===== src/design/psc_unused.sv =====
`timescale 1ns/1ps


===== src/design/psc_pkg.sv =====
package psc_pkg;
  // register offsets on the 9-bit register address space
  localparam logic [8:0] SUPPLY_EVENT_MASK_OFS = 9'h00B;
  localparam logic [8:0] INPUT_EVENT_MASK_OFS = 9'h00C;
  localparam logic [8:0] POWER_DOMAIN_CONTROL_OFS = 9'h00E;
  localparam logic [8:0] LOW_POWER_STATE_BEHAVIOUR_CONTROL_OFS = 9'h00F;
  localparam logic [8:0] STARTUP_DEBOUNCE_CONTROL_OFS = 9'h010;
  localparam logic [8:0] WATCHDOG_SCALE_CONTROL_OFS = 9'h011;
  // reset values
  localparam logic [7:0] SUPPLY_EVENT_MASK_RST = 8'h00;
  localparam logic [7:0] INPUT_EVENT_MASK_RST = 8'h00;
  localparam logic [7:0] POWER_DOMAIN_CONTROL_RST = 8'h00;
  localparam logic [7:0] LOW_POWER_STATE_BEHAVIOUR_CONTROL_RST = 8'h00;
  localparam logic [7:0] STARTUP_DEBOUNCE_CONTROL_RST = 8'h00;
  localparam logic [7:0] WATCHDOG_SCALE_CONTROL_RST = 8'h00;
  // pin synchroniser and filter idle levels: key and reset request high, system enable also high in the synchroniser
  localparam logic [7:0] PIN_SYNC_RST = 8'hE0;
  localparam logic [6:0] FILTERED_RST = 7'h60;
  // supply event mask fields, implemented bits only
  localparam logic [7:0] SUPPLY_MASK_USED = 8'hAA;
  // power domain control fields
  localparam int DOMAIN_WMASK_LSB = 4;
  localparam int PARTIAL_DOWN_BIT = 3;
  localparam int SYSTEM_TARGET_BIT = 0;
  // low_power_state behaviour fields
  localparam int CONVERTER_SOFT_START_BIT = 7;
  localparam int RESTART_LIMIT_LSB = 5;
  localparam int POWER_KEY_LOCK_BIT = 4;
  localparam int RESET_PIN_MODE_BIT = 3;
  localparam int RESTART_LIMIT_EN_BIT = 2;
  localparam int TIMER_RUN_IN_SLEEP_BIT = 1;
  // startup and debounce fields
  localparam int DEFAULT_SUPPLY_APPLY_BIT = 7;
  localparam int RAMP_STEP_LSB = 5;
  localparam int RELOAD_DEFAULTS_ON_WAKE_BIT = 4;
  localparam int AUTO_START_BIT = 3;
  // clock and timing
  localparam real MCLK_MHZ = 40.0;
  localparam real RAMP_STEP_MAX_US = 4.0;
  localparam int RAMP_STEP_MAX_CYC = int'(RAMP_STEP_MAX_US * MCLK_MHZ);
  localparam real DEB_MS [1:7] = '{0.1, 1.0, 10.24, 51.2, 256.0, 512.0,
    1024.0};
  localparam int DEB1_CYC = int'(DEB_MS[1] * MCLK_MHZ * 1000.0);
  localparam int DEB2_CYC = int'(DEB_MS[2] * MCLK_MHZ * 1000.0);
  localparam int DEB3_CYC = int'(DEB_MS[3] * MCLK_MHZ * 1000.0);
  localparam int DEB4_CYC = int'(DEB_MS[4] * MCLK_MHZ * 1000.0);
  localparam int DEB5_CYC = int'(DEB_MS[5] * MCLK_MHZ * 1000.0);
  localparam int DEB6_CYC = int'(DEB_MS[6] * MCLK_MHZ * 1000.0);
  localparam int DEB7_CYC = int'(DEB_MS[7] * MCLK_MHZ * 1000.0);
  localparam real WDG_BASE_S = 2.048;
  localparam int WDG_BASE_CYC = int'(WDG_BASE_S * MCLK_MHZ * 1.0e6);
  // register port
  typedef struct packed {
    logic wr;
    logic rd;
    logic [8:0] addr;
    logic [7:0] wdata;
  } psc_reg_req_s;
  // sequencer handshakes towards this bank
  typedef struct packed {
    logic in_low_power;
    logic enter_slot0;
    logic left_reset;
    logic long_key_press;
    logic watchdog_kick;
  } psc_seq_stat_s;
endpackage : psc_pkg


===== src/design/psc_regs.sv =====
// Operation
// (RULE1) bit 7 masks under-voltage warning interrupt
// (RULE2) bit 5 masks ramp-done interrupt
// (RULE3) bit 3 masks regulator over-current interrupt
// (RULE4) bit 1 masks over-temperature; even bits reserved
// (RULE5) input n mask at bit n, 0..4
// (RULE6) secondary target changes only with bit 6
// (RULE7) main target changes only with bit 5
// (RULE8) system target changes only with bit 4
// (RULE9) power-down to slot 0 or partial pointer
// (RULE10) soft-start bit slows converter start-up
// (RULE11) block wake-ups after limited watchdog restarts
// (RULE12) key lock picks key-delay controlled power-down
// (RULE13) reset pin asserted during low power optionally
// (RULE14) watchdog runs in sleep only when enabled
// (RULE15) apply programmed supply defaults at slot 0
// (RULE16) ramp step time 4,2,1,0.5 us; double
// (RULE17) reload defaults on each wake when set
// (RULE18) auto-start after reset, else wait wake
// (RULE19) debounce code selects input filter time
// (RULE20) watchdog timeout 2.048 s times 2^(N-1)
// (RULE21) interrupt only from unmasked events
// (RULE22) target change requests domain up or down
`timescale 1ns/1ps
module psc_regs
  import psc_pkg::*;
#(
  parameter int DEB1 = DEB1_CYC,
  parameter int DEB2 = DEB2_CYC,
  parameter int DEB3 = DEB3_CYC,
  parameter int DEB4 = DEB4_CYC,
  parameter int DEB5 = DEB5_CYC,
  parameter int DEB6 = DEB6_CYC,
  parameter int DEB7 = DEB7_CYC,
  parameter int WDG_BASE = WDG_BASE_CYC,
  parameter int SLOT_W = 4
)
(
  // clock and reset
  input wire logic mclk,
  input wire logic nrst,
  // register port from the two-wire interface
  input wire psc_reg_req_s reg_req,
  output logic [7:0] reg_rdata,
  // event levels from the event flag registers
  input wire logic [7:0] supply_events,
  input wire logic [4:0] input_events,
  output logic irq_out,
  // pins, asynchronous
  input wire logic sys_enable_input,
  input wire logic power_key_input_n,
  input wire logic reset_request_input_n,
  input wire logic [4:0] gpi,
  // sequencer side
  input wire psc_seq_stat_s seq_stat,
  input wire logic [SLOT_W-1:0] partial_stop_slot_pointer,
  output logic [2:0] domain_up_req,
  output logic [2:0] domain_down_req,
  output logic power_down_req,
  output logic [SLOT_W-1:0] power_down_slot,
  output logic auto_start_req,
  output logic default_supply_apply,
  output logic reload_defaults_on_wake,
  output logic wake_blocked,
  output logic power_key_lock,
  // regulator side
  output logic converter_soft_start,
  output logic ramp_step_tick,
  output logic ramp_step_tick_b3,
  // debounced inputs: gpi, power key, reset request
  output logic [6:0] filtered_inputs,
  // watchdog and reset pin
  output logic timer_running,
  output logic watchdog_timeout,
  output logic system_reset_output_n
);

  localparam int DC_W = 26;
  localparam int WDG_W = 27;

  // elaboration check: counts must fit the counters
  if (DEB7 >= (1 << DC_W) || WDG_BASE >= (1 << WDG_W) || DEB1 < 1 ||
      SLOT_W < 1)
  begin : g_bad_params
    $error("psc_regs: counts out of range");
  end

  // whole state of the bank
  typedef struct packed {
    logic [7:0] smask;
    logic [7:0] imask;
    logic [7:0] pdc;
    logic [7:0] pbc;
    logic [7:0] sdc;
    logic [7:0] wsc;
    logic [7:0] rdata;
    logic irq;
    logic [7:0] sync1;
    logic [7:0] sync2;
    logic [6:0] filt;
    logic [6:0][DC_W-1:0] dcnt;
    logic sys_enable_input_d;
    logic low_power_d;
    logic [2:0] up;
    logic [2:0] down;
    logic pd_req;
    logic [SLOT_W-1:0] pd_slot;
    logic auto_start;
    logic def_apply;
    logic reload;
    logic [1:0] restarts;
    logic blocked;
    logic [8:0] ramp_cnt;
    logic ramp_tick;
    logic ramp_tick_b3;
    logic b3_phase;
    logic [WDG_W-1:0] wdg_base;
    logic [6:0] wdg_ticks;
    logic wdg_run;
    logic wdg_to;
    logic rst_n;
  } psc_state_s;

  psc_state_s st;
  psc_state_s next_st;

  // debounce length per code
  function automatic logic [DC_W-1:0] deb_len(input logic [2:0] code);
    unique case (code)
      3'h1: deb_len = DC_W'(DEB1);
      3'h2: deb_len = DC_W'(DEB2);
      3'h3: deb_len = DC_W'(DEB3);
      3'h4: deb_len = DC_W'(DEB4);
      3'h5: deb_len = DC_W'(DEB5);
      3'h6: deb_len = DC_W'(DEB6);
      3'h7: deb_len = DC_W'(DEB7);
      3'h0: deb_len = '0;
    endcase
  endfunction : deb_len

  // next-state logic
  always_comb
  begin
    logic [7:0] wd;
    logic [2:0] wmask;
    logic [2:0] new_tgt;
    logic [6:0] raw;
    logic wake_edge;
    logic sleep_edge;
    logic [8:0] ramp_end;
    logic [6:0] wdg_limit;
    wd = reg_req.wdata;
    wmask = '0;
    new_tgt = '0;
    raw = '0;
    wake_edge = 1'b0;
    sleep_edge = 1'b0;
    ramp_end = '0;
    wdg_limit = '0;
    next_st = st;
    // pin synchronisers, first stage read only by second
    next_st.sync1 = {reset_request_input_n, power_key_input_n,
      sys_enable_input, gpi};
    next_st.sync2 = st.sync1;
    // single-cycle outputs default low
    next_st.up = '0;
    next_st.down = '0;
    next_st.pd_req = 1'b0;
    next_st.auto_start = 1'b0;
    next_st.def_apply = 1'b0;
    next_st.reload = 1'b0;
    next_st.ramp_tick = 1'b0;
    next_st.ramp_tick_b3 = 1'b0;
    next_st.wdg_to = 1'b0;
    // register writes
    if (reg_req.wr)
    begin
      unique case (reg_req.addr)
        SUPPLY_EVENT_MASK_OFS:
          next_st.smask = wd & SUPPLY_MASK_USED; // RULE1 RULE2 RULE3 RULE4
        INPUT_EVENT_MASK_OFS:
          next_st.imask = wd; // RULE5
        POWER_DOMAIN_CONTROL_OFS:
        begin
          // targets move only where the write mask bit is set
          wmask = wd[DOMAIN_WMASK_LSB +: 3];
          new_tgt = (wd[2:0] & wmask) |
            (st.pdc[2:0] & ~wmask); // RULE6 RULE7 RULE8
          next_st.pdc = {wd[7:3], new_tgt};
          next_st.up = new_tgt & ~st.pdc[2:0]; // RULE22
          next_st.down = st.pdc[2:0] & ~new_tgt; // RULE22
        end
        LOW_POWER_STATE_BEHAVIOUR_CONTROL_OFS:
          next_st.pbc = wd;
        STARTUP_DEBOUNCE_CONTROL_OFS:
          next_st.sdc = wd;
        WATCHDOG_SCALE_CONTROL_OFS:
          next_st.wsc = wd;
        default:
          next_st.pbc = st.pbc; // unmapped writes are ignored
      endcase
    end
    // register reads, unmapped reads answer zero
    if (reg_req.rd)
    begin
      unique case (reg_req.addr)
        SUPPLY_EVENT_MASK_OFS: next_st.rdata = st.smask;
        INPUT_EVENT_MASK_OFS: next_st.rdata = st.imask;
        POWER_DOMAIN_CONTROL_OFS: next_st.rdata = st.pdc;
        LOW_POWER_STATE_BEHAVIOUR_CONTROL_OFS: next_st.rdata = st.pbc;
        STARTUP_DEBOUNCE_CONTROL_OFS: next_st.rdata = st.sdc;
        WATCHDOG_SCALE_CONTROL_OFS: next_st.rdata = st.wsc;
        default: next_st.rdata = 8'h00;
      endcase
    end
    // interrupt from unmasked events only
    next_st.irq = |(supply_events & SUPPLY_MASK_USED & ~st.smask) |
      |(input_events & ~st.imask[4:0]); // RULE21
    // input debounce, one filter per gpi, power key and reset request input; system enable is not filtered
    raw = {st.sync2[7], st.sync2[6], st.sync2[4:0]};
    for (int i = 0; i < 7; i++)
    begin
      if (raw[i] == st.filt[i])
        next_st.dcnt[i] = '0;
      else if (st.dcnt[i] >= deb_len(st.sdc[2:0]))
      begin
        next_st.filt[i] = raw[i]; // RULE19
        next_st.dcnt[i] = '0;
      end
      else
        next_st.dcnt[i] = st.dcnt[i] + 1'b1;
    end
    // power-down triggers, system enable falling after sync
    next_st.sys_enable_input_d = st.sync2[5];
    if (next_st.down[SYSTEM_TARGET_BIT] || (st.sys_enable_input_d && !st.sync2[5]) ||
        seq_stat.long_key_press)
    begin
      next_st.pd_req = 1'b1; // RULE9
      next_st.pd_slot = st.pdc[PARTIAL_DOWN_BIT] ?
        partial_stop_slot_pointer : '0; // RULE9
    end
    // low power transitions
    next_st.low_power_d = seq_stat.in_low_power;
    wake_edge = st.low_power_d & ~seq_stat.in_low_power;
    sleep_edge = ~st.low_power_d & seq_stat.in_low_power;
    next_st.reload = wake_edge & st.sdc[RELOAD_DEFAULTS_ON_WAKE_BIT]; // RULE17
    // reset pin follows low power only in transition mode
    if (!st.pbc[RESET_PIN_MODE_BIT])
      next_st.rst_n = 1'b1; // RULE13
    else if (sleep_edge)
      next_st.rst_n = 1'b0; // RULE13
    else if (wake_edge)
      next_st.rst_n = 1'b1; // RULE13
    // sequencer start and slot 0 actions
    next_st.auto_start = seq_stat.left_reset & st.sdc[AUTO_START_BIT]; // RULE18
    next_st.def_apply = seq_stat.enter_slot0 &
      st.sdc[DEFAULT_SUPPLY_APPLY_BIT]; // RULE15
    // ramp step ticks, third buck every second step
    ramp_end = 9'(RAMP_STEP_MAX_CYC >> st.sdc[RAMP_STEP_LSB +: 2]);
    if (st.ramp_cnt + 9'h001 >= ramp_end)
    begin
      next_st.ramp_cnt = '0;
      next_st.ramp_tick = 1'b1; // RULE16
      next_st.ramp_tick_b3 = st.b3_phase; // RULE16
      next_st.b3_phase = ~st.b3_phase;
    end
    else
      next_st.ramp_cnt = st.ramp_cnt + 1'b1;
    // watchdog runs when enabled, in sleep only if allowed
    next_st.wdg_run = (st.wsc[2:0] != 3'h0) && (!seq_stat.in_low_power ||
      st.pbc[TIMER_RUN_IN_SLEEP_BIT]); // RULE14 RULE20
    wdg_limit = 7'(7'h01 << (st.wsc[2:0] - 3'h1)); // RULE20
    if (!st.wdg_run || seq_stat.watchdog_kick)
    begin
      next_st.wdg_base = '0;
      next_st.wdg_ticks = '0;
    end
    else if (st.wdg_base + 1'b1 >= WDG_W'(WDG_BASE))
    begin
      next_st.wdg_base = '0;
      if (st.wdg_ticks + 7'h01 >= wdg_limit)
      begin
        next_st.wdg_ticks = '0;
        next_st.wdg_to = 1'b1; // RULE20
      end
      else
        next_st.wdg_ticks = st.wdg_ticks + 7'h01;
    end
    else
      next_st.wdg_base = st.wdg_base + 1'b1;
    // restart trials counted on watchdog timeouts, saturating at 3
    if (st.wdg_to && st.restarts != 2'h3)
      next_st.restarts = st.restarts + 2'h1; // RULE11
    next_st.blocked = st.pbc[RESTART_LIMIT_EN_BIT] &&
      (st.restarts >= st.pbc[RESTART_LIMIT_LSB +: 2]); // RULE11
  end

  // state register
  always_ff @(posedge mclk or negedge nrst)
  begin
    if (!nrst)
    begin
      st <= '0;
      st.smask <= SUPPLY_EVENT_MASK_RST;
      st.imask <= INPUT_EVENT_MASK_RST;
      st.pdc <= POWER_DOMAIN_CONTROL_RST;
      st.pbc <= LOW_POWER_STATE_BEHAVIOUR_CONTROL_RST;
      st.sdc <= STARTUP_DEBOUNCE_CONTROL_RST;
      st.wsc <= WATCHDOG_SCALE_CONTROL_RST;
      st.sync1 <= PIN_SYNC_RST;
      st.sync2 <= PIN_SYNC_RST;
      st.filt <= FILTERED_RST;
      st.rst_n <= 1'b1;
    end
    else
      st <= next_st;
  end

  // outputs straight from the state flip-flops
  assign reg_rdata = st.rdata;
  assign irq_out = st.irq;
  assign domain_up_req = st.up;
  assign domain_down_req = st.down;
  assign power_down_req = st.pd_req;
  assign power_down_slot = st.pd_slot;
  assign auto_start_req = st.auto_start;
  assign default_supply_apply = st.def_apply;
  assign reload_defaults_on_wake = st.reload;
  assign wake_blocked = st.blocked;
  assign power_key_lock = st.pbc[POWER_KEY_LOCK_BIT]; // RULE12
  assign converter_soft_start = st.pbc[CONVERTER_SOFT_START_BIT]; // RULE10
  assign ramp_step_tick = st.ramp_tick;
  assign ramp_step_tick_b3 = st.ramp_tick_b3;
  assign filtered_inputs = st.filt;
  assign timer_running = st.wdg_run;
  assign watchdog_timeout = st.wdg_to;
  assign system_reset_output_n = st.rst_n;

endmodule : psc_regs


===== config.mk =====
export PLATFORM = sky130hd
export DESIGN_NAME = psc_regs
export DESIGN_NICKNAME = d
export VERILOG_FILES = /design/src/design/psc_unused.sv /design/src/design/psc_pkg.sv /design/src/design/psc_regs.sv
export SDC_FILE = /design/constraint.sdc
export NUM_CORES = 1
export LEC_CHECK = 0
export ABC_AREA = 1
export BUFFER_PORTS_ARGS = -buffer_cell sky130_fd_sc_hd__buf_4
export CAP_MARGIN = 10
export CORE_MARGIN = 5
export CORE_UTILIZATION = 35
export DETAILED_ROUTE_END_ITERATION = 8
export PLACE_DENSITY = 0.54
export RECOVER_POWER = 100
export SYNTH_ARGS = -nofsm -noshare
export SYNTH_HDL_FRONTEND = slang
export SYNTH_SLANG_ARGS = --single-unit

===== constraint.sdc =====
create_clock -name mclk -period 8.3 [get_ports mclk]
set_input_delay 0.83 -clock mclk [delete_from_list [all_inputs] [get_ports mclk]]
set_output_delay 0.83 -clock mclk [all_outputs]
set_load 0.01 [all_outputs]

Word-level counts from Yosys, hierarchy flattened
Memory sizes are Yosys's and may differ from the RTL's.
Cells that the tools add are included.
- $add $sub $neg: 12
- multipliers: 0
- divide/modulo/power cells: 0
- magnitude comparators: 11
- eq/ne operators: 15
- shift-type cells: 2
- muxes and demuxes: 38
- bitwise operators: 28
- reduce and logical (&&, ||, !) cells: 28
- operators by type and width (cell ; count):
    two-way mux 26 bit ; 21
    adder 26 x 1 -> 26 bit, second input constant ; 7
    greater-or-equal comparator 26 bit ; 7
    case mux 8 bit (6 select lines) ; 1
    equality test 9 x 4 -> 1 bit, second input constant ; 4
    two-way mux 34 bit ; 1
    adder 27 x 1 -> 27 bit, second input constant ; 1
    greater-or-equal comparator 27 bit, second input constant ; 1
    two-way mux 27 bit ; 1
    AND reduction 2 bit ; 13
    equality test 9 x 5 -> 1 bit, second input constant ; 2
    two-way mux 7 bit ; 2
    bitwise AND 3 bit ; 4
    two-way mux 6 bit ; 2
    NOT 1 bit ; 10
    adder 9 x 1 -> 9 bit, second input constant ; 1
    greater-or-equal comparator 9 bit ; 1
    two-way mux 9 bit ; 1
    NOT 3 bit ; 3
    >> shifter 8 x 2 -> 9 bit, first input constant ; 1
    bitwise AND 8 bit ; 1
    NOT 8 bit ; 1
    OR reduction 8 bit ; 1
    adder 7 x 1 -> 7 bit, second input constant ; 1
    23 further kinds ; 46
- flip-flop bits (word level): 326
- bits in latches: 0
- RAM bits: 0
- bits in read-only memories: 1120
- input bits: 51
- output and inout port bits: 38
- logic and storage cells: 185
- memories kept: 7
- memories (memory ; depth ; bits a word ; rd ports ; clocked after Yosys merged registers in ; write ports ; line ; RTL):
    (name not given) ; 8 ; 20 ; 1 ; 0 ; 0 ; psc_regs.sv:129 ; unique case (code)
    (name not given) ; 8 ; 20 ; 1 ; 0 ; 0 ; psc_regs.sv:129 ;
    (name not given) ; 8 ; 20 ; 1 ; 0 ; 0 ; psc_regs.sv:129 ;
    (name not given) ; 8 ; 20 ; 1 ; 0 ; 0 ; psc_regs.sv:129 ;
    (name not given) ; 8 ; 20 ; 1 ; 0 ; 0 ; psc_regs.sv:129 ;
    (name not given) ; 8 ; 20 ; 1 ; 0 ; 0 ; psc_regs.sv:129 ;
    1 more memories ; - ; - ; - ; - ; - ; - ;

Longest topological paths before layout
Gate-level depths: netlist (run 1).
- depth in word-level cells: 10
- depth in mapped cells: 16
- mapped depth without buffers: 15

Worst setup path after synthesis (run 1)
OpenSTA, ideal clock, no wires.
- path type: reg2reg
- start: register st[292] in the netlist's numbering
- end: register st[126] in the netlist's numbering
- library setup time: 0.148 ns
- arrival time: 2.580 ns
- required time: 8.152 ns
- setup slack: 5.572 ns
- cell stages (with the launch flop): 11
- buffers on the path: 1
- period minus slack after synthesis: 2.728 ns
- cell sequence: dfrtp_1 -> clkinv_1 -> nand2_1 -> inv_1 -> ha_1 -> nand2_1 -> nor3_1 -> nand4_1 -> nand4_1 -> buf_2 -> nor3_1
- RTL lines (item ; line ; RTL):
    start: declaration ; psc_regs.sv:124 ; psc_state_s st;
    start signal: assignment ; psc_regs.sv:316 ; st <= next_st;

Worst setup path in the final report (run 1)
- start: register st[292] in the netlist's numbering
- end: register st, in the netlist filtered_inputs[6]
- cells in the longest elaborated chain, start to end: 4
- RTL lines (item ; line ; RTL):
    memory (8 x 20 bit) ; - ;
    two-way mux 26 bit ; psc_regs.sv:223 ; if (raw[i] == st.filt[i])
    greater-or-equal comparator 26 bit ; psc_regs.sv:225 ; else if (st.dcnt[i] >= deb_len(st.sdc[2:0]))
    AND reduction 2 bit (no source line) ; - ;
Every way passes these cells. The select of a mux whose other input is x is not followed.
A chain may end at the register's enable or synchronous reset.

==> summary.md, run 1 <==
| Metric | Value |
|---|---|
| Antenna-violating nets left | 0 |
| Via density | 5.04 |
| Largest net degree at the start of global routing | 109 |
| Final setup skew | 0.0244 ns |
| Worst slew pin tran | 3.59 ns |
| Crit end category | register |
| Starting DRT DRC Count | 1171 |
| Max layer used | met4 |
| Register area share after synthesis | 39.6% |
| Critical Path, Cell by Cell | clkinv_1 > clkbuf_1 > nand2_1 > clkbuf_1 > inv_1 > ha_1 > o21a_1 > o21ai_0 > nand4_1 > nand4_1 > clkbuf_1 > o21ai_0 |
| Most frequent cells after synthesis | nand2_1, dfrtp_1, nor2_1 |
| Max-slew headroom | -139% |
| Reg power frac | 39.8% |
| Global Route Usage Sum | 16.6% |
| Top-count cell post-synth | nand2_1 |
| Hold_buf cts | 0 |
| Failing checks | capacitance limit, slew limit |
| Drt first pass iters | 6 |
| Met1 wire length | 25100 µm |
| Setup TNS | 0 ns |
| Syn_area_per_cell | 7.95 µm² |
| Clock-pin slew on the worst setup and hold paths | 0.06 ns |
| Minimum clock period after layout | 5.73 ns |
| Starting density of the core | 35.2% |
| Wire length per cell | 15.2 µm |
| Num CTS Buffers | 42 |
| Final Max Tran Viols | 142 |
| Post-Route WL | 52900 µm |
| Worst EP arrival | 6.17 ns |
| Leakage power | 10.2 nW |
| Wire length on met2 | 24500 µm |
| CTS tree | yes |
| Final period utilization | 69.1% |
| Clk Latency, worst-skew pair | 0.57 ns |
| Fillers | 5993 |
| Critical Path RT | 8.74 ns |
| Comb pwr share | 10.4% |
| Clock root cell | clkbuf_16 |
| GP Congestion | 0.886 |
| Final nets | 2910 |
| Port bufs | 84 |
| ANT cells | 0 |
| Initial antenna violation count | 0 |
| Hold crit path type | in2async |
| Clock power frac | 49.9% |
| Overall die height | 253 µm |
| Post-CTS Setup Bufs | 0 |
| Cell Area, Synth | 0.0206 mm² |
| Sink Count | 326 |
| H-tree depth | 2 |
| Overflow after GRT | 0 |
| Die area | 0.0639 mm² |
| Switching pwr | 1.08 mW |
| Final Hold Fails | 0 |
| Fmax | 174 MHz |
| Chip width | 253 µm |
| Critical path launch point type | register |
| Post_cts resized | 0 |
| Switching Share | 26.2% |
| Synth Net Count | 2818 |
| Status | finished, violations left |
| I/O pin count | 89 |
| DP HPWL | 37900 µm |
| Vias | 17600 |
| Slowest cell on crit path | clkbuf_1 |
| Syn-to-layout area delta | 13.5% |
| # setup viols final | 0 |
| Cells after synthesis | 2595 |
| Max Cap Violations | 3 |
| Metal3 WL | 2270 µm |
| CP Max Fanout | 28 |
| Final Instance Area | 0.0234 mm² |
| Top cell type's share of synthesized area | 38.4% |
| Cell Rows | 89 |
| Vias in the first global route | 17800 |
| Main synth FF type | dfrtp_1 |
| Ys async rst share | 100% |
| PwrDens | 177 mW/mm² |
| Share of cells above drive strength 1 | 8.24% |
| Core Area | 0.0587 mm² |
| Syn. warnings | 0 |
| Clock Tree Buf Depth | 3 |
| Yosys cell types | 50 |
| Worst VDD drop | 114 µV |
| Post-synth EDFFs | 0 |
| Synth area leader | dfrtp_1 |
| Synth area leaders | dfrtp_1, ha_1, nand2_1 |
| RSZ-0062 raised after global routing | false |
| WS Path Type | reg2reg |
| Post-route DRC | 0 |
| Most used cell, CP | clkbuf_1 |
| Placement Cell Area | 0.0221 mm² |
| #FFs+latches synth | 326 |
| Int Power | 3.06 mW |
| First-pass GRT wire length | 89000 µm |
| Slowest stage delay, CP | 1.23 ns |
==> routing by layer <==
metal,GRT usage (%),vias up
li1,-,8870
met1,22.7,8356
met2,27.7,311
met3,2.81,70
met4,4.15,0
met5,0,-
==> per-stage QoR <==
| stage | utilization, % | power, mW | worst slack [ns] | instances | hold WS, ns |
|---|---|---|---|---|---|
| after floorplan | - | 1.95 | 5.57 | 2595 | 0.331 |
| after global routing | 39.9 | 4.33 | 2.08 | 3492 | 0.339 |
| after global placement | 37.6 | 2.12 | 4.51 | 3416 | 0.335 |
| after detailed placement | 37.6 | 2.13 | 4.47 | 3416 | 0.336 |
| after CTS | 40.3 | 4.23 | 4.43 | 3492 | 0.321 |
| final | 39.9 | 4.14 | 2.57 | 3492 | 0.305 |
==> sequential cells by signal (all words and copies together), names as in the netlist <==
name                     flops
irq_out                      1
system_reset_output_n        1
ramp_step_tick_b3            1
auto_start_req               1
wake_blocked                 1
ramp_step_tick               1
reg_rdata                    8
converter_soft_start         1
power_key_lock               1
reload_defaults_on_wake      1
timer_running                1
domain_up_req                3
watchdog_timeout             1
next_st                      9
st                         279
power_down_slot              4
filtered_inputs              7
default_supply_apply         1
power_down_req               1
domain_down_req              3
==> path summary, 6_finish.rpt <==
path / startpoint / to / slack, ns / cells after the start
worst min-delay path: nrst / st[156] / 0.30 / 1
worst max-delay path: st[292] / filtered_inputs[6] / 2.57 / 12
worst min register to register: next_st[259] / st[259] / 0.35 / 0
max in group asynchronous: nrst / st[226] / 4.12 / 2
worst max register to register: st[292] / filtered_inputs[6] / 2.57 / 12
min in group mclk: next_st[259] / st[259] / 0.35 / 0
==> cell type report <==
| cell class | count | area, µm² | area share (%) |
|---|---|---|---|
| Multi-Input combinational cell | 1927 | 11000 | 47.0 |
| Timing Repair Buffer | 106 | 654 | 2.79 |
| Tap cell | 773 | 967 | 4.13 |
| Clock inverter | 22 | 423 | 1.81 |
| Inverter | 284 | 1070 | 4.55 |
| Sequential cell | 326 | 8170 | 34.9 |
| Clock buffer | 54 | 1150 | 4.89 |
==> cells by family after synthesis <==
group           Yosys count  synth area share (%)
simple gates           1386                  30.9
xor+xnor                131                  5.65
buf+inv                 342                  6.88
other cells               1                0.0182
mux                       1                0.0546
fa+ha+maj               172                  10.4
flops                   326                  39.6
compound gates          236                  6.42
==> cell usage in the layout (no fill, tap or decap), types with 7 or more instances in the layout <==
master and instances:
a21oi_1 72, buf_4 51, bufinv_16 11, clkbuf_1 50
clkbuf_16 42, clkbuf_4 10, clkinv_1 7, dfrtp_1 317
ha_1 172, inv_1 277, nand2_1 497, nand3_1 173
nand3b_1 8, nand4_1 81, nor2_1 287, nor2_2 23
nor2_4 7, nor3_1 201, nor3b_1 8, nor4_1 49
o211ai_1 9, o21a_1 9, o21ai_0 103, o22ai_1 12
or2_2 37, xnor2_1 37, xor2_1 93
==> power by group through the flow <==
stage / combinational [mW] / clock, mW / sequential (mW)
2_1_floorplan: 0.274 / 0 / 1.67
3_3_place_gp: 0.444 / 0 / 1.68
3_5_place_dp: 0.450 / 0 / 1.68
4_1_cts: 0.451 / 2.13 / 1.65
5_1_grt: 0.487 / 2.19 / 1.65
6_report: 0.430 / 2.07 / 1.65
==> critical path: cells and delay by family, from the launching register on <==
| kind | cells | cell delay, ns |
|---|---|---|
| AOI/OAI and AO/OA | 3 | 0.59 |
| adders and majority gates | 1 | 0.44 |
| buffers and inverters | 5 | 3.73 |
| DFF | 1 | 0.45 |
| and+or+nand+nor | 3 | 0.35 |
Power figures use the tool's default switching activity.
==> run 2, diff against run 1 <==
PLACE_DENSITY = 0.56   (was 0.54)
clock period = 4.8 ns   (was 8.3 ns; I/O delays follow)
==> summary.md, run 2 (synthesis gave the netlist of run 1 again) <==
| Metric | Value |
|---|---|
| Status | finished, violations left (unchanged) |
| Failing checks | capacitance limit, slew limit (unchanged) |
| Syn-to-layout area delta | 13.5% (about the same) |
| Minimum clock period after layout | 3.81 ns (was 5.73 ns) |
| Worst EP arrival | 4.22 ns (was 6.17 ns) |
| Total Power | 6.90 mW (was 4.14 mW) |
| Leakage power | 10.2 nW (about the same) |
| Die area | 0.0639 mm² (unchanged) |
| R2R Setup Slk | 0.99 ns (was 2.57 ns) |
| Cell Rows | 89 (unchanged) |
| Critical R2R Capture | filtered_inputs[2] (was filtered_inputs[6]) |
| Worst slew pin tran | 2.93 ns (was 3.59 ns) |
| DP HPWL | 38500 µm (was 37900 µm) |
| Num CTS Buffers | 41 (was 42) |
| H-tree depth | 2 (unchanged) |
| Register area | 0.00817 mm² (unchanged) |
| Place WS | 1.44 ns (was 4.47 ns) |
| CP Max Fanout | 19 (was 28) |
| WHS | 0.0624 ns (was 0.305 ns) |
| Vias | 17800 (was 17600) |
| ANT cells | 0 (unchanged) |
| Clock-pin slew on the worst setup and hold paths | 0.06 ns (about the same) |
| Critical path launch point type | register (unchanged) |
| Max-slew headroom | -95.5% (was -139%) |
| # setup viols final | 0 (unchanged) |
| Worst Hold Launch | gpi[3] |
| Max Cap Violations | 1 (was 3) |
| Chip width | 253 µm (unchanged) |
| I/O pin count | 89 (unchanged) |
| Initial antenna violation count | 0 (unchanged) |
| Most common cell after layout, fill and taps aside | nand2_1 (unchanged) |
| Non-Filler Instances | 3506 (was 3492) |
| Post-route DRC | 0 (unchanged) |
| Clock Tree Buf Depth | 3 (unchanged) |
| Via density | 5.08 (was 5.04) |
| Overall die height | 253 µm (unchanged) |
| Core Area | 0.0587 mm² (unchanged) |
| RSZ-0062 raised after global routing | false (unchanged) |
| Fillers | 6031 (was 5993) |
| PwrDens | 295 mW/mm² (was 177 mW/mm²) |
| Antenna-violating nets left | 0 (unchanged) |
| Share of cells above drive strength 1 | 8.45% (was 8.24%) |
| WS Path Type | reg2reg (unchanged) |
| Final setup skew | 0.0181 ns (was 0.0244 ns) |
| Final Max Tran Viols | 107 (was 142) |
| Wire length per cell | 15.2 µm (about the same) |
| Vias in the first global route | 17800 (about the same) |
| Sink Count | 326 (unchanged) |
| Setup TNS | 0 ns (unchanged) |
| Starting density of the core | 35.2% (unchanged) |
| Global Route Usage Sum | 16.6% (about the same) |
| Most frequent cells in the layout | nand2_1, dfrtp_1, nor2_1 (unchanged) |
| Drt first pass iters | 5 (was 6) |
| Largest net degree at the start of global routing | 109 (unchanged) |
| Final Hold Fails | 0 (unchanged) |
| Hold crit path type | in2reg (was in2async) |
| Final nets | 2924 (was 2910) |
| Overflow after GRT | 0 (unchanged) |
| Port bufs | 84 (unchanged) |
| First-pass GRT wire length | 89200 µm (was 89000 µm) |
| Post-Route WL | 53200 µm (was 52900 µm) |
| Crit end category | register (unchanged) |
| Hold depth | 1 |
| Final worst setup slack | 0.987 ns (was 2.57 ns) |
| Biggest register | st (unchanged) |
| Clock root cell | clkbuf_16 (unchanged) |
| Critical Path RT | 5.20 ns (was 8.74 ns) |
| Fmax | 262 MHz (was 174 MHz) |
| Starting DRT DRC Count | 1194 (was 1171) |
| Final period utilization | 79.4% (was 69.1%) |
| CTS tree | yes (unchanged) |
| Worst Hold End | next_st[260] |
| Worst VDD drop | 215 µV (was 114 µV) |
| Post_cts resized | 0 (unchanged) |
| Area of the multi-input gates | 0.0110 mm² (unchanged) |
| GP Congestion | 0.901 (was 0.886) |
| Worst r2r path cells | 10 (was 12) |
| Post-Place Cells | 3423 (was 3416) |
| Largest register FFs | 279 (unchanged) |
| RR Startpoint | st[290] (was st[292]) |
| Clk Latency, worst-skew pair | 0.57 ns (about the same) |
==> run 2: changes by cell type in the layout (fill, tap and decap cells not counted), sizes merged <==
cell and delta:
clkinv +2, bufinv -5, buf +5, clkbuf +2, dlygate4sd3 +8, inv +2
==> run 2: through the flow <==
step	cell area [µm²]	util, %
2_1_floorplan	20600	-
3_3_place_gp	22100	37.7
3_5_place_dp	22100	37.7
4_1_cts	23700	40.3
5_1_grt	23400	39.9
6_report	23400	39.9
==> run 2: cell type report <==
class | count | share of cell area [%]
Tap cell | 773 | 4.13
Clock inverter | 21 | 1.17
Inverter | 284 | 4.55
Sequential cell | 326 | 34.9
Timing Repair Buffer | 121 | 3.34
Clock buffer | 54 | 4.97
Multi-Input combinational cell | 1927 | 47.0
==> run 2: how the worst max path moves through the flow <==
stage               depth (start not counted)    start                  to
detailed placement                         10  st[290]  filtered_inputs[4]
global route                               10  st[290]  filtered_inputs[4]
floorplan                                  10  st[292]             st[126]
finish                                     10  st[290]  filtered_inputs[2]
CTS                                        10  st[290]  filtered_inputs[4]
global placement                           11  st[290]  filtered_inputs[4]
==> run 2: timing repair <==
item,4_1_cts,5_1_grt
hold endpoints to repair,8,0
buffers inserted,0,0
hold buffers,8,0
==> run 2: metal layers <==
metal	routed length [µm]	GRT usage, %	vias to the layer above
li1	-	-	8886
met1	24700	22.3	8433
met2	24500	27.6	368
met3	2320	2.61	110
met4	1700	5.65	0
met5	0	0	-
==> run 2: power breakdown <==
| group | switching [mW] | internal, mW | total, mW |
|---|---|---|---|
| combinational | 0.553 | 0.205 | 0.759 |
| clock | 1.26 | 2.03 | 3.29 |
| sequential | 0.0443 | 2.81 | 2.85 |
| total | 1.85 | 5.05 | 6.90 |
==> run 2: worst max-delay path, stage by stage, from the launching register on <==
cell      delay (ns)
dfrtp_1         0.43
inv_1           0.15
ha_1            0.36
nand2_1         0.41
ha_1            0.43
nand2_1         0.08
nor4_1          0.39
nand4_1         0.16
nand4_1         0.37
clkbuf_1        0.69
o21ai_0         0.15
